**config.mk**
```make
export PLATFORM = sky130hd
export DESIGN_NAME = acs_seq
export DESIGN_NICKNAME = d
export VERILOG_FILES = /design/src/acs_pkg.sv /design/src/acs_pin_sampler.sv /design/src/acs_seq.sv
export VERILOG_INCLUDE_DIRS = /design/src /design/src/src
export SDC_FILE = /design/constraint.sdc
export NUM_CORES = 1
export LEC_CHECK = 0
export ABC_AREA = 1
export BUFFER_PORTS_ARGS = -buffer_cell sky130_fd_sc_hd__buf_2
export CAP_MARGIN = 10
export CORE_MARGIN = 5
export CORE_UTILIZATION = 35
export CTS_CLUSTER_DIAMETER = 200
export DETAILED_ROUTE_END_ITERATION = 10
export PLACE_DENSITY_LB_ADDON = 0.1
export SLEW_MARGIN = 20
export SYNTH_ARGS = -nofsm -noshare
export SYNTH_HDL_FRONTEND = slang
export SYNTH_HIERARCHICAL = 1
export SYNTH_SLANG_ARGS = --single-unit
```
**constraint.sdc**
```tcl
create_clock -name ref_clk -period 1.7 [get_ports ref_clk]
set_input_delay 0.425 -clock ref_clk [delete_from_list [all_inputs] [get_ports ref_clk]]
set_output_delay 0.425 -clock ref_clk [all_outputs]
set_load 0.02 [all_outputs]
```
**src/acs_cfg.svh**
```systemverilog
// constants for the adc conversion sequencer: addresses, fields, timing
// assumes a 125 MHz ref_clk and a single-master i2c bus
`ifndef ACS_CFG_SVH
`define ACS_CFG_SVH
// slave address, value is arbitrary
`define ACS_DEV_ADDR 7'h2A
// clock period and stretch bound per conversion (longest: round down)
`define ACS_CLK_NS 8
`define ACS_STRETCH_NS 8300
`define ACS_STRETCH_CYC ((`ACS_STRETCH_NS) / (`ACS_CLK_NS))
// written byte fields
`define ACS_KIND_BIT 7
`define ACS_VSRC_HI 6
`define ACS_VSRC_LO 4
`define ACS_CLKSEL_BIT 3
`define ACS_POL_BIT 2
`define ACS_CFGRST_BIT 1
`define ACS_SWEEP_HI 6
`define ACS_SWEEP_LO 5
`define ACS_PICK_BIT 1
`define ACS_ARR_BIT 0
// power-up values
`define ACS_VSRC_RST 3'h0
`define ACS_CLKSEL_RST 1'h0
`define ACS_POL_RST 1'h0
`define ACS_SWEEP_RST 2'h0
`define ACS_PICK_RST 1'h0
`define ACS_ARR_RST 1'h1
// sweep codes and counts
`define ACS_SWEEP_UP 2'h0
`define ACS_SWEEP_EIGHT 2'h1
`define ACS_EIGHT_RUNS 4'h8
// read framing
`define ACS_LEAD_BITS 4'hF
`define ACS_BYTE_BITS 4'h8
`define ACS_ADDR_LAST 4'h7
`define ACS_EXT_START_RISE 2'h2
`define ACS_MEM_ENTRIES 2'h2
`endif

```
**src/acs_pkg.sv**
```systemverilog
// types shared by the adc conversion sequencer files
// assumes acs_cfg.svh provides the numeric constants
package acs_pkg;
  // bus protocol phases
  typedef enum logic [2:0] {
    ACS_IDLE, ACS_ADDR, ACS_ADDR_ACK, ACS_WR_BYTE, ACS_WR_ACK,
    ACS_CONVERT, ACS_RD_BYTE, ACS_RD_ACK
  } acs_phase_t;
  // pin sampler state
  typedef struct packed {
    logic [1:0] scl_sync;
    logic [1:0] sda_sync;
    logic scl_prev;
    logic sda_prev;
  } acs_pins_t;
  // sequencer state, outputs included
  typedef struct packed {
    acs_phase_t st;
    logic [3:0] bcnt;
    logic [1:0] rcnt;
    logic [7:0] shreg;
    logic rw;
    logic bsel;
    logic [2:0] vsrc;
    logic ext_clk;
    logic pol;
    logic [1:0] sweep;
    logic pick;
    logic arr;
    logic [1:0][11:0] mem;
    logic wptr;
    logic [1:0] rptr;
    logic [1:0] nstored;
    logic [3:0] nleft;
    logic cidx;
    logic [10:0] tmo;
    logic [11:0] word;
    logic sda_oe;
    logic scl_oe;
    logic conv_start;
    logic conv_step;
    logic track;
    logic pos_in;
    logic neg_in;
    logic neg_gnd;
    logic [4:0] refs;
  } acs_seq_t;
endpackage : acs_pkg

```
**src/acs_pin_sampler.sv**
```systemverilog
// two-stage synchroniser and edge finder for the scl and sda pins
// assumes pins are asynchronous to ref_clk
module acs_pin_sampler
  import acs_pkg::*;
(
  // clock and reset
  input wire logic ref_clk,
  input wire logic rst,
  // raw pins
  input wire logic scl_in,
  input wire logic sda_in,
  // sampled levels and events
  output logic sda_lvl,
  output logic scl_rise,
  output logic scl_fall,
  output logic bus_start,
  output logic bus_stop
);
  acs_pins_t q, d; // registered copy and next value

  // shift pins through the synchronisers
  always_comb begin
    d = q;
    d.scl_sync = {q.scl_sync[0], scl_in};
    d.sda_sync = {q.sda_sync[0], sda_in};
    d.scl_prev = q.scl_sync[1];
    d.sda_prev = q.sda_sync[1];
  end

  // register the state
  always_ff @(posedge ref_clk) begin
    if (rst) begin
      q <= '{scl_sync: 2'h3, sda_sync: 2'h3, scl_prev: 1'h1, sda_prev: 1'h1};
    end else begin
      q <= d;
    end
  end

  // only the second stage and its delayed copy are looked at
  assign sda_lvl = q.sda_sync[1];
  assign scl_rise = q.scl_sync[1] & ~q.scl_prev;
  assign scl_fall = ~q.scl_sync[1] & q.scl_prev;
  assign bus_start = q.scl_sync[1] & q.scl_prev & q.sda_prev & ~q.sda_sync[1];
  assign bus_stop = q.scl_sync[1] & q.scl_prev & ~q.sda_prev & q.sda_sync[1];
endmodule : acs_pin_sampler

```
**src/acs_seq.sv**
```systemverilog
// i2c slave that sequences adc conversions and returns their results
// assumes an analog core that starts on conv_start and answers conv_done;
// in external-clock mode it advances on conv_step pulses
`include "acs_cfg.svh"

module acs_seq
  import acs_pkg::*;
(
  // clock and reset
  input wire logic ref_clk,
  input wire logic rst,
  // i2c pins, open drain
  input wire logic scl_in,
  output logic scl_out,
  output logic scl_oe,
  input wire logic sda_in,
  output logic sda_out,
  output logic sda_oe,
  // analog core control
  output logic conv_start,
  output logic conv_step,
  output logic conv_track,
  output logic conv_pos_input,
  output logic conv_neg_input,
  output logic conv_neg_ground,
  output logic conv_polarity,
  input wire logic conv_done,
  input wire logic [11:0] conv_data,
  // reference control
  output logic ref_supply,
  output logic ref_pin_in,
  output logic ref_internal,
  output logic ref_pin_out,
  output logic ref_keep_on,
  // status
  output logic clock_mode_ext
);
  acs_seq_t q, d; // registered state and its next value
  logic sda_lvl, scl_rise, scl_fall, bus_start, bus_stop; // pin events
  logic [1:0] rnext; // read pointer after wrap
  logic [3:0] runs; // conversions to do this read

  // synchronised pins and bus conditions
  acs_pin_sampler u_pins (
    .ref_clk(ref_clk),
    .rst(rst),
    .scl_in(scl_in),
    .sda_in(sda_in),
    .sda_lvl(sda_lvl),
    .scl_rise(scl_rise),
    .scl_fall(scl_fall),
    .bus_start(bus_start),
    .bus_stop(bus_stop)
  );

  // bit sent at index i (0 first) of a result byte
  function automatic logic tx_bit(input logic [11:0] w, input logic bs,
                                  input logic [2:0] i);
    logic [7:0] byt;
    byt = bs ? w[7:0] : {`ACS_LEAD_BITS, w[11:8]};
    return byt[3'h7 - i];
  endfunction : tx_bit

  // first input of a sweep
  function automatic logic first_ch(input logic [1:0] sw, input logic pk);
    return (sw == `ACS_SWEEP_UP) ? 1'h0 : pk;
  endfunction : first_ch

  // next input of a sweep: scan-up wraps back to input zero, other sweeps repeat the picked input
  function automatic logic next_ch(input logic [1:0] sw, input logic pk,
                                   input logic c);
    if (sw != `ACS_SWEEP_UP) begin
      return pk;
    end
    return (c == pk) ? 1'h0 : ~c;
  endfunction : next_ch

  // reference controls from the three choice bits
  function automatic logic [4:0] ref_map(input logic [2:0] s);
    logic [4:0] r;
    r[4] = (s[2:1] == 2'h0); // supply as reference
    r[3] = (s[2:1] == 2'h1); // pin is reference input
    r[2] = s[2]; // internal reference
    r[1] = (s[2:1] == 2'h3); // pin is reference output
    r[0] = s[2] & s[0]; // internal kept on
    return r;
  endfunction : ref_map

  // route the chosen input to the converter
  function automatic void route(input logic c, input logic arr,
                                output logic p, output logic n,
                                output logic g);
    p = c;
    n = ~c;
    g = arr;
  endfunction : route

  // conversions per read in internal mode
  always_comb begin
    unique case (q.sweep)
      `ACS_SWEEP_UP: runs = {3'h0, q.pick} + 4'h1;
      `ACS_SWEEP_EIGHT: runs = `ACS_EIGHT_RUNS;
      default: runs = 4'h1;
    endcase
  end

  // read pointer wrap over stored entries
  assign rnext = (q.rptr + 2'h1 >= q.nstored) ? 2'h0 : q.rptr + 2'h1;

  // protocol, conversion and readout
  always_comb begin
    d = q;
    d.conv_start = 1'h0;
    d.conv_step = 1'h0;
    d.refs = ref_map(q.vsrc);
    // scl drives the conversion in external mode
    if (q.ext_clk && scl_rise && q.st != ACS_IDLE) begin
      d.conv_step = 1'h1;
    end
    // external results arrive while bits stream out
    if (q.ext_clk && conv_done) begin
      d.word = conv_data;
    end
    unique case (q.st)
      ACS_IDLE: begin
        d.sda_oe = 1'h0;
        d.scl_oe = 1'h0;
      end
      ACS_ADDR: begin
        // collect address and direction
        if (scl_rise) begin
          d.shreg = {q.shreg[6:0], sda_lvl};
          d.bcnt = q.bcnt + 4'h1;
          if (q.bcnt == `ACS_ADDR_LAST) begin
            d.rw = sda_lvl;
            // internal mode tracks from the eighth rise
            if (!q.ext_clk && sda_lvl &&
                q.shreg[6:0] == `ACS_DEV_ADDR) begin
              d.track = 1'h1;
              d.cidx = first_ch(q.sweep, q.pick);
              route(d.cidx, q.arr, d.pos_in, d.neg_in, d.neg_gnd);
            end
          end
        end else if (scl_fall && q.bcnt == `ACS_BYTE_BITS) begin
          if (q.shreg[7:1] == `ACS_DEV_ADDR) begin
            d.sda_oe = 1'h1;
            d.st = ACS_ADDR_ACK;
          end else begin
            d.st = ACS_IDLE;
          end
        end
      end
      ACS_ADDR_ACK: begin
        // external mode tracks from the ninth rise
        if (scl_rise && q.ext_clk && q.rw) begin
          d.track = 1'h1;
          d.cidx = first_ch(q.sweep, q.pick);
          route(d.cidx, q.arr, d.pos_in, d.neg_in, d.neg_gnd);
        end else if (scl_fall) begin
          d.sda_oe = 1'h0;
          d.bcnt = 4'h0;
          d.rcnt = 2'h0;
          d.bsel = 1'h0;
          if (!q.rw) begin
            d.st = ACS_WR_BYTE;
          end else if (!q.ext_clk) begin
            // sample on the ninth fall and hold scl low
            d.track = 1'h0;
            d.conv_start = 1'h1;
            d.scl_oe = 1'h1;
            d.nleft = runs - 4'h1;
            d.tmo = 11'h0;
            d.wptr = 1'h0;
            d.nstored = 2'h0;
            d.st = ACS_CONVERT;
          end else begin
            d.st = ACS_RD_BYTE;
          end
        end
      end
      ACS_WR_BYTE: begin
        // collect one written byte
        if (scl_rise) begin
          d.shreg = {q.shreg[6:0], sda_lvl};
          d.bcnt = q.bcnt + 4'h1;
        end else if (scl_fall && q.bcnt == `ACS_BYTE_BITS) begin
          d.sda_oe = 1'h1;
          d.st = ACS_WR_ACK;
          if (q.shreg[`ACS_KIND_BIT]) begin
            // setup byte
            d.vsrc = q.shreg[`ACS_VSRC_HI:`ACS_VSRC_LO];
            d.ext_clk = q.shreg[`ACS_CLKSEL_BIT];
            d.pol = q.shreg[`ACS_POL_BIT];
            if (!q.shreg[`ACS_CFGRST_BIT]) begin
              d.sweep = `ACS_SWEEP_RST;
              d.pick = `ACS_PICK_RST;
              d.arr = `ACS_ARR_RST;
            end
          end else begin
            // configuration byte
            d.sweep = q.shreg[`ACS_SWEEP_HI:`ACS_SWEEP_LO];
            d.pick = q.shreg[`ACS_PICK_BIT];
            d.arr = q.shreg[`ACS_ARR_BIT];
          end
        end
      end
      ACS_WR_ACK: begin
        // release after the acknowledge bit
        if (scl_fall) begin
          d.sda_oe = 1'h0;
          d.bcnt = 4'h0;
          d.st = ACS_WR_BYTE;
        end
      end
      ACS_CONVERT: begin
        // store each result; give up after the stretch bound
        d.tmo = q.tmo + 11'h1;
        if (conv_done || q.tmo == 11'(`ACS_STRETCH_CYC)) begin
          d.mem[q.wptr] = conv_data;
          d.wptr = ~q.wptr;
          d.tmo = 11'h0;
          if (q.nstored != `ACS_MEM_ENTRIES) begin
            d.nstored = q.nstored + 2'h1;
          end
          if (q.nleft == 4'h0) begin
            // all stored: release scl, start from the oldest entry
            d.scl_oe = 1'h0;
            d.rptr = 2'h0;
            d.word = d.mem[0];
            d.sda_oe = 1'h0;
            d.st = ACS_RD_BYTE;
          end else begin
            d.nleft = q.nleft - 4'h1;
            d.cidx = next_ch(q.sweep, q.pick, q.cidx);
            route(d.cidx, q.arr, d.pos_in, d.neg_in, d.neg_gnd);
            d.conv_start = 1'h1;
          end
        end
      end
      ACS_RD_BYTE: begin
        // shift a result byte out, bit changes on scl fall
        if (scl_rise) begin
          d.bcnt = q.bcnt + 4'h1;
          if (q.rcnt != 2'h3) begin
            d.rcnt = q.rcnt + 2'h1;
          end
          // external sample two clocks after tracking starts
          if (q.ext_clk && !q.bsel &&
              q.rcnt + 2'h1 == `ACS_EXT_START_RISE) begin
            d.track = 1'h0;
            d.conv_start = 1'h1;
          end
        end else if (scl_fall) begin
          if (q.bcnt == `ACS_BYTE_BITS) begin
            d.sda_oe = 1'h0;
            d.st = ACS_RD_ACK;
          end else begin
            d.sda_oe = ~tx_bit(q.word, q.bsel, q.bcnt[2:0]);
          end
        end
      end
      ACS_RD_ACK: begin
        // master answer decides whether to go on
        if (scl_rise) begin
          if (sda_lvl) begin
            d.sda_oe = 1'h0;
            d.track = 1'h0;
            d.st = ACS_IDLE;
          end else if (q.bsel && q.ext_clk) begin
            // next streamed conversion tracks now
            d.cidx = next_ch(q.sweep, q.pick, q.cidx);
            route(d.cidx, q.arr, d.pos_in, d.neg_in, d.neg_gnd);
            d.track = 1'h1;
          end
        end else if (scl_fall) begin
          d.bsel = ~q.bsel;
          d.bcnt = 4'h0;
          d.rcnt = 2'h0;
          if (q.bsel && !q.ext_clk) begin
            d.rptr = rnext;
            d.word = q.mem[rnext[0]];
          end
          d.sda_oe = ~tx_bit(d.word, d.bsel, 3'h0);
          d.st = ACS_RD_BYTE;
        end
      end
      default: begin
        d.st = ACS_IDLE;
      end
    endcase
    // bus conditions override the phase
    if (bus_start) begin
      d.st = ACS_ADDR;
      d.bcnt = 4'h0;
      d.sda_oe = 1'h0;
      d.scl_oe = 1'h0;
      d.track = 1'h0;
    end else if (bus_stop) begin
      d.st = ACS_IDLE;
      d.sda_oe = 1'h0;
      d.scl_oe = 1'h0;
      d.track = 1'h0;
    end
  end

  // register the state, power-up configuration on reset
  always_ff @(posedge ref_clk) begin
    if (rst) begin
      q <= '0;
      q.st <= ACS_IDLE;
      q.vsrc <= `ACS_VSRC_RST;
      q.ext_clk <= `ACS_CLKSEL_RST;
      q.pol <= `ACS_POL_RST;
      q.sweep <= `ACS_SWEEP_RST;
      q.pick <= `ACS_PICK_RST;
      q.arr <= `ACS_ARR_RST;
      q.neg_gnd <= `ACS_ARR_RST;
      // reference controls follow the power-up choice from the first edge
      q.refs <= ref_map(`ACS_VSRC_RST);
    end else begin
      q <= d;
    end
  end

  // scl_out and sda_out tied low, other outputs straight from the state register
  assign scl_out = 1'h0;
  assign sda_out = 1'h0;
  assign scl_oe = q.scl_oe;
  assign sda_oe = q.sda_oe;
  assign conv_start = q.conv_start;
  assign conv_step = q.conv_step;
  assign conv_track = q.track;
  assign conv_pos_input = q.pos_in;
  assign conv_neg_input = q.neg_in;
  assign conv_neg_ground = q.neg_gnd;
  assign conv_polarity = q.pol;
  assign ref_supply = q.refs[4];
  assign ref_pin_in = q.refs[3];
  assign ref_internal = q.refs[2];
  assign ref_pin_out = q.refs[1];
  assign ref_keep_on = q.refs[0];
  assign clock_mode_ext = q.ext_clk;
endmodule : acs_seq

```
## After elaboration in Yosys (flattened, before gate mapping)

Index checks and enable logic that the tools add are counted.

- Output and inout bits: 17
- Bits in registers: 104
- Input port bits: 17

- Bitwise gates (word level): 21
- Equality and inequality tests: 72
- Reductions and logical operators: 54
- Mux-type cells: 145
- Order comparisons: 5
- $add $sub $neg: 9

Operators by type and width:

| kind | number |
|---|---|
| 12-bit 2-to-1 mux | 9 |
| 2-bit inequality test, second input constant | 34 |
| 1-bit 2-to-1 mux | 57 |
| 3-bit 2-to-1 mux | 18 |
| 4-bit inequality test, second input constant | 12 |
| 11-bit 2-to-1 mux | 4 |
| 36-bit 2-to-1 mux | 1 |
| 6-bit 2-to-1 mux | 6 |
| 9-bit 2-to-1 mux | 4 |
| 4-bit 2-to-1 mux | 8 |
| 15-bit AND reduction | 2 |
| 7-bit AND reduction | 4 |
| 24-bit bitwise mux | 1 |
| 8-bit 2-to-1 mux | 3 |
| 12-bit case mux with 2 select lines | 1 |
| 2-bit 2-to-1 mux | 11 |
| 11-bit case mux with 2 select lines | 1 |
| 3-bit case mux with 7 select lines | 1 |
| 4-bit case mux with 5 select lines | 1 |
| 8-bit case mux with 2 select lines | 1 |
| 7-bit by 6-bit equality test with 1-bit output, second input constant | 2 |
| 14-bit 2-to-1 mux | 1 |
| 14-bit AND reduction | 1 |
| 13-bit 2-to-1 mux | 1 |
| other kinds (61) | 122 |

## Logic depth before layout (Yosys ltp)

- Depth in word-level cells: 16
- Depth in mapped cells: 14

## By module

Netlist, hierarchy kept.

Modules (own cells, without submodules):

| module | cells each | instances | sequential area each (um2) | area each (um2) |
|---|---|---|---|---|
| acs_seq | 812 | 1 | 1961.9 | 5501.5 |
| acs_pin_sampler | 24 | 1 | 120.1 | 197.7 |

## Worst setup path before layout

Ideal clock, no wire load.

- Path kind: register to register
- Start: register q[43] in the netlist's numbering
- End: register q[17] in the netlist's numbering
- Clock period less this slack: 1777 ps
- Arrival time: 1668 ps
- Stages on the path, launching flop included: 11
- Path slack: -77 ps
- Buffers on the path: 1
- Library setup time: 110 ps
- Cells stage by stage: dfxtp_1 > xnor2_1 > inv_1 > ha_1 > nand2_1 > nand4_1 > clkbuf_1 > o2111ai_1 > nand3_1 > nand2_1 > inv_1

- Word-level cells in the longest chain between the ends: 12

RTL lines:

| element | line | source |
|---|---|---|
| from (decl) | acs_seq.sv:38 | `acs_seq_t q, d;` |
| 2-bit by 1-bit adder with 2-bit output (*) | acs_seq.sv:108 | `assign rnext = (q.rptr + 2'h1 >= q.nstored) ? 2'h0 : q.rptr + 2'h1;` |
| 2-bit greater-or-equal comparator | acs_seq.sv:108 |  |
| 2-bit 2-to-1 mux (*) | acs_seq.sv:108 |  |
| 12-bit 2-to-1 mux (not written as such) (*) (2 in series) | acs_seq.sv:281 | `d.word = q.mem[rnext[0]];` |
| 12-bit 2-to-1 mux (*) | acs_seq.sv:279 | `if (q.bsel && !q.ext_clk) begin` |
| 12-bit 2-to-1 mux (*) | acs_seq.sv:275 | `end else if (scl_fall) begin` |
| 12-bit 2-to-1 mux (*) | acs_seq.sv:264 | `if (scl_rise) begin` |
| 12-bit 2-to-1 mux (*) | acs_seq.sv:124 | `unique case (q.st)` |
| 13-bit 2-to-1 mux (*) | acs_seq.sv:275 |  |
| 12-bit 2-to-1 mux (*) | acs_seq.sv:264 |  |
| 12-bit case mux with 2 select lines (*) | acs_seq.sv:124 |  |

Every way passes the cells marked *; elsewhere a longest branch is shown, timed or not. The select of a mux whose other input is x is not followed.
A chain may end at the register's enable or synchronous reset.

## Final worst setup path

- Start: register q[44] in the netlist's numbering
- End: register q[23] in the netlist's numbering

- Word-level cells in the longest chain between the ends: 12

RTL lines:

| element | line |
|---|---|
| 2-bit by 1-bit adder with 2-bit output | acs_seq.sv:108 |
| 2-bit greater-or-equal comparator | acs_seq.sv:108 |
| 2-bit 2-to-1 mux | acs_seq.sv:108 |
| 12-bit 2-to-1 mux (not written as such) (2 in series) | acs_seq.sv:281 |
| 12-bit 2-to-1 mux | acs_seq.sv:279 |
| 12-bit 2-to-1 mux | acs_seq.sv:275 |
| 12-bit 2-to-1 mux | acs_seq.sv:264 |
| 12-bit 2-to-1 mux | acs_seq.sv:124 |
| 13-bit 2-to-1 mux | acs_seq.sv:275 |
| 12-bit 2-to-1 mux | acs_seq.sv:264 |
| 12-bit case mux with 2 select lines | acs_seq.sv:124 |

Every way passes these cells. The select of a mux whose other input is x is not followed.

==> flow_summary.ini <==
[run_status]
status = complete, but fails checks
violations = negative setup slack

[sta]
hold_viol_final = 0
rsz0062_at_grt = yes
finalSetupViolCount = 14
setup_ws_ps = -125.7
post-route-period-util = 1.074
timing.fmax_ghz = 0.5477
clock_skew_ps = 7.133
period_minus_slack_ps = 1826
finalMaxSlewViolations = 0
fin_setup_tns_ps = -1270
holdWs_ps = 256.1

[floorplanning]
design.portCount = 34
die_h_um = 137.6
die_area_mm2 = 0.01894
start_util = 0.3575
num_rows = 46
die_w_um = 137.6
core_area_mm2 = 0.01594

[synthesis]
ys_async_sr_fraction = 0
syn-instance-count = 836
synth_cell_types = 44
ys_top_cells_by_area = dfxtp_1, nand2_1, nor2_1
syn_area_mm2 = 0.005699
synth-edff-count = 0
synthFlopType = dfxtp_1
synth_area_leader_cell = dfxtp_1
syn_avg_cell_area_um2 = 6.817
synth.most_common_cell = nand2_1
synth-seq-cells = 104
seq_area_frac_synth = 0.3653
yosysWarnings = 6
synth.top_cell.area_share = 0.3653
synth_common_cells = nand2_1, nor2_1, dfxtp_1

[clock_tree]
numClockSinks = 104
cts_tree = yes
insertion_delay_ps = 360
clk_pin_slew_ps = 70
cts-htree-levels = 3
cts_buffer_depth = 2
cts_buffers = 9
clockRootBuffer = clkbuf_16
cts_hold_buf = 0

[cells_and_area]
utilization = 0.4995
largest_register_ffs = 82
seq_area_mm2 = 0.002107
n_antenna_cell = 0
drive_gt1_frac = 0.3454
area_growth_pct = 39.74
final_nets = 994
fillerInstances = 1644
final_cells = 1186
final_area_mm2 = 0.007964
multi_input_area_mm2 = 0.003638
regMostFlops = q

[route]
wl_per_cell_um = 15.46
first_iter_violations = 318
totalWireLength_um = 18330
remaining_drc_errors = 0
antenna_left = 0
num_vias = 5896
dr.pass1.iters = 4
viasPerCell = 4.971

[placed_design]
place_ws_ps = -192.9
dp.cells = 1152
dpl_cell_area_mm2 = 0.006798
finalWeightedCongestion = 0.9872
dp_hpwl_um = 13050
portBuffers = 31

[grt]
grtUsageTotal = 0.1959
grt_pass1_wl_um = 29130
antenna_found_initial = 0
grt_overflow_total = 0
grt_max_degree = 39
grt_pass1_vias = 5835

[setup_path]
crit_path_max_fanout = 6
critPathArrivalTime_ps = 2090
worstSetupStartpointType = flop
path_class = reg -> reg
path_cells = xnor2_2, inv_2, ha_4, nand2_2, nand4_1, buf_6, clkbuf_16, o2111ai_2, nand3_1, nand2_1, inv_1
required_ps = 1960
cpPeakStageDelay_ps = 340
crit_path_end_kind = flop
crit_slowest_cell = dfxtp_2

[min_path]
hold_path_class = in -> reg

[power_and_ir_drop]
p_leak_nw = 3.503
ir_drop_v = 0.0006890
totalPowerFinal_mw = 8.233
power_density_mw_per_mm2 = 1034

[run]
cap_violations = 0
-- routing by layer --
layer,global-route usage,part of all wire
met1,0.2488,0.46
met2,0.3335,0.49
met3,0.03981,0.033
met4,0.05931,0.019
met5,0,0
-- area by class of cell --
class / instances / share of cell area
inverters: 104 / 0.05342
flip-flops and latches: 104 / 0.2646
clock buffers: 13 / 0.03016
multi-input cells: 594 / 0.4569
well taps: 216 / 0.03394
clock inverters: 3 / 0.005342
repair buffers: 152 / 0.1557
-- report_power, final --
group | switching, mW | leakage [nW] | internal (mW)
clock | 0.909 | 0.134 | 1.14
sequential | 0.137 | 0.846 | 2.61
combinational | 1.99 | 2.52 | 1.44
total | 3.04 | 3.50 | 5.19
-- final timing paths --
path,startpoint,endpoint,slack (ps),cells past startpoint
setup reg to reg,q[44],q[23],-130,11
hold reg to reg,u_pins/d[3],u_pins/sda_lvl,420,1
hold / removal,scl_in,u_pins/d[5],260,2
setup / recovery,q[44],q[23],-130,11
-- critical path: cells and delay by family, from the launching register on --
family	cells	cell delay (ps)
xor gates and xnor gates	1	200
adders and majority gates	1	230
buffers and inverters	4	460
DFF	1	340
AOI/OAI and AO/OA	1	180
and+or+nand+nor	4	330
-- placed cells by master (no fill, tap or decap), types with 5 or more instances in the layout --
master,Yosys,layout
buf_4,3,97
buf_6,1,15
nand2_4,4,18
a21oi_2,0,14
nor2_4,3,12
clkbuf_16,0,10
nor2_1,120,98
dfxtp_2,0,11
ha_1,12,8
nand2_1,162,136
mux2_2,11,11
nand3_2,3,8
nor2_2,7,20
nor3_1,13,11
nand3_4,1,5
o21ai_0,32,28
dfxtp_1,104,90
nand3_1,66,57
buf_12,0,6
inv_1,95,83
o2111ai_2,0,8
nand4_1,12,12
inv_2,8,14
nand2_2,9,18
buf_2,14,31
a21oi_1,70,56
a211oi_1,16,16
o21ai_1,6,6
-- cells by family (layout without fill, tap and decap cells) --
logic type | Yosys count | after routing | share of synthesized area
XOR/XNOR | 8 | 8 | 0.01229
multiplexers | 11 | 11 | 0.02173
AO/OA/AOI/OAI | 152 | 152 | 0.1554
AND/OR/NAND/NOR | 409 | 409 | 0.3194
flip-flops | 104 | 104 | 0.3653
buffers and inverters | 139 | 272 | 0.09879
other | 1 | 2 | 0.0006580
adder cells (fa/ha/maj) | 12 | 12 | 0.02634
-- repair_timing --
action,4_1_cts,5_1_grt
endpoints found under the hold margin,0,0
cloned,2,2
setup buffers,6,8
pin swaps,12,57
gates resized for setup,42,152
endpoints found under the setup margin,60,65
(Power assumes the default switching activity.)
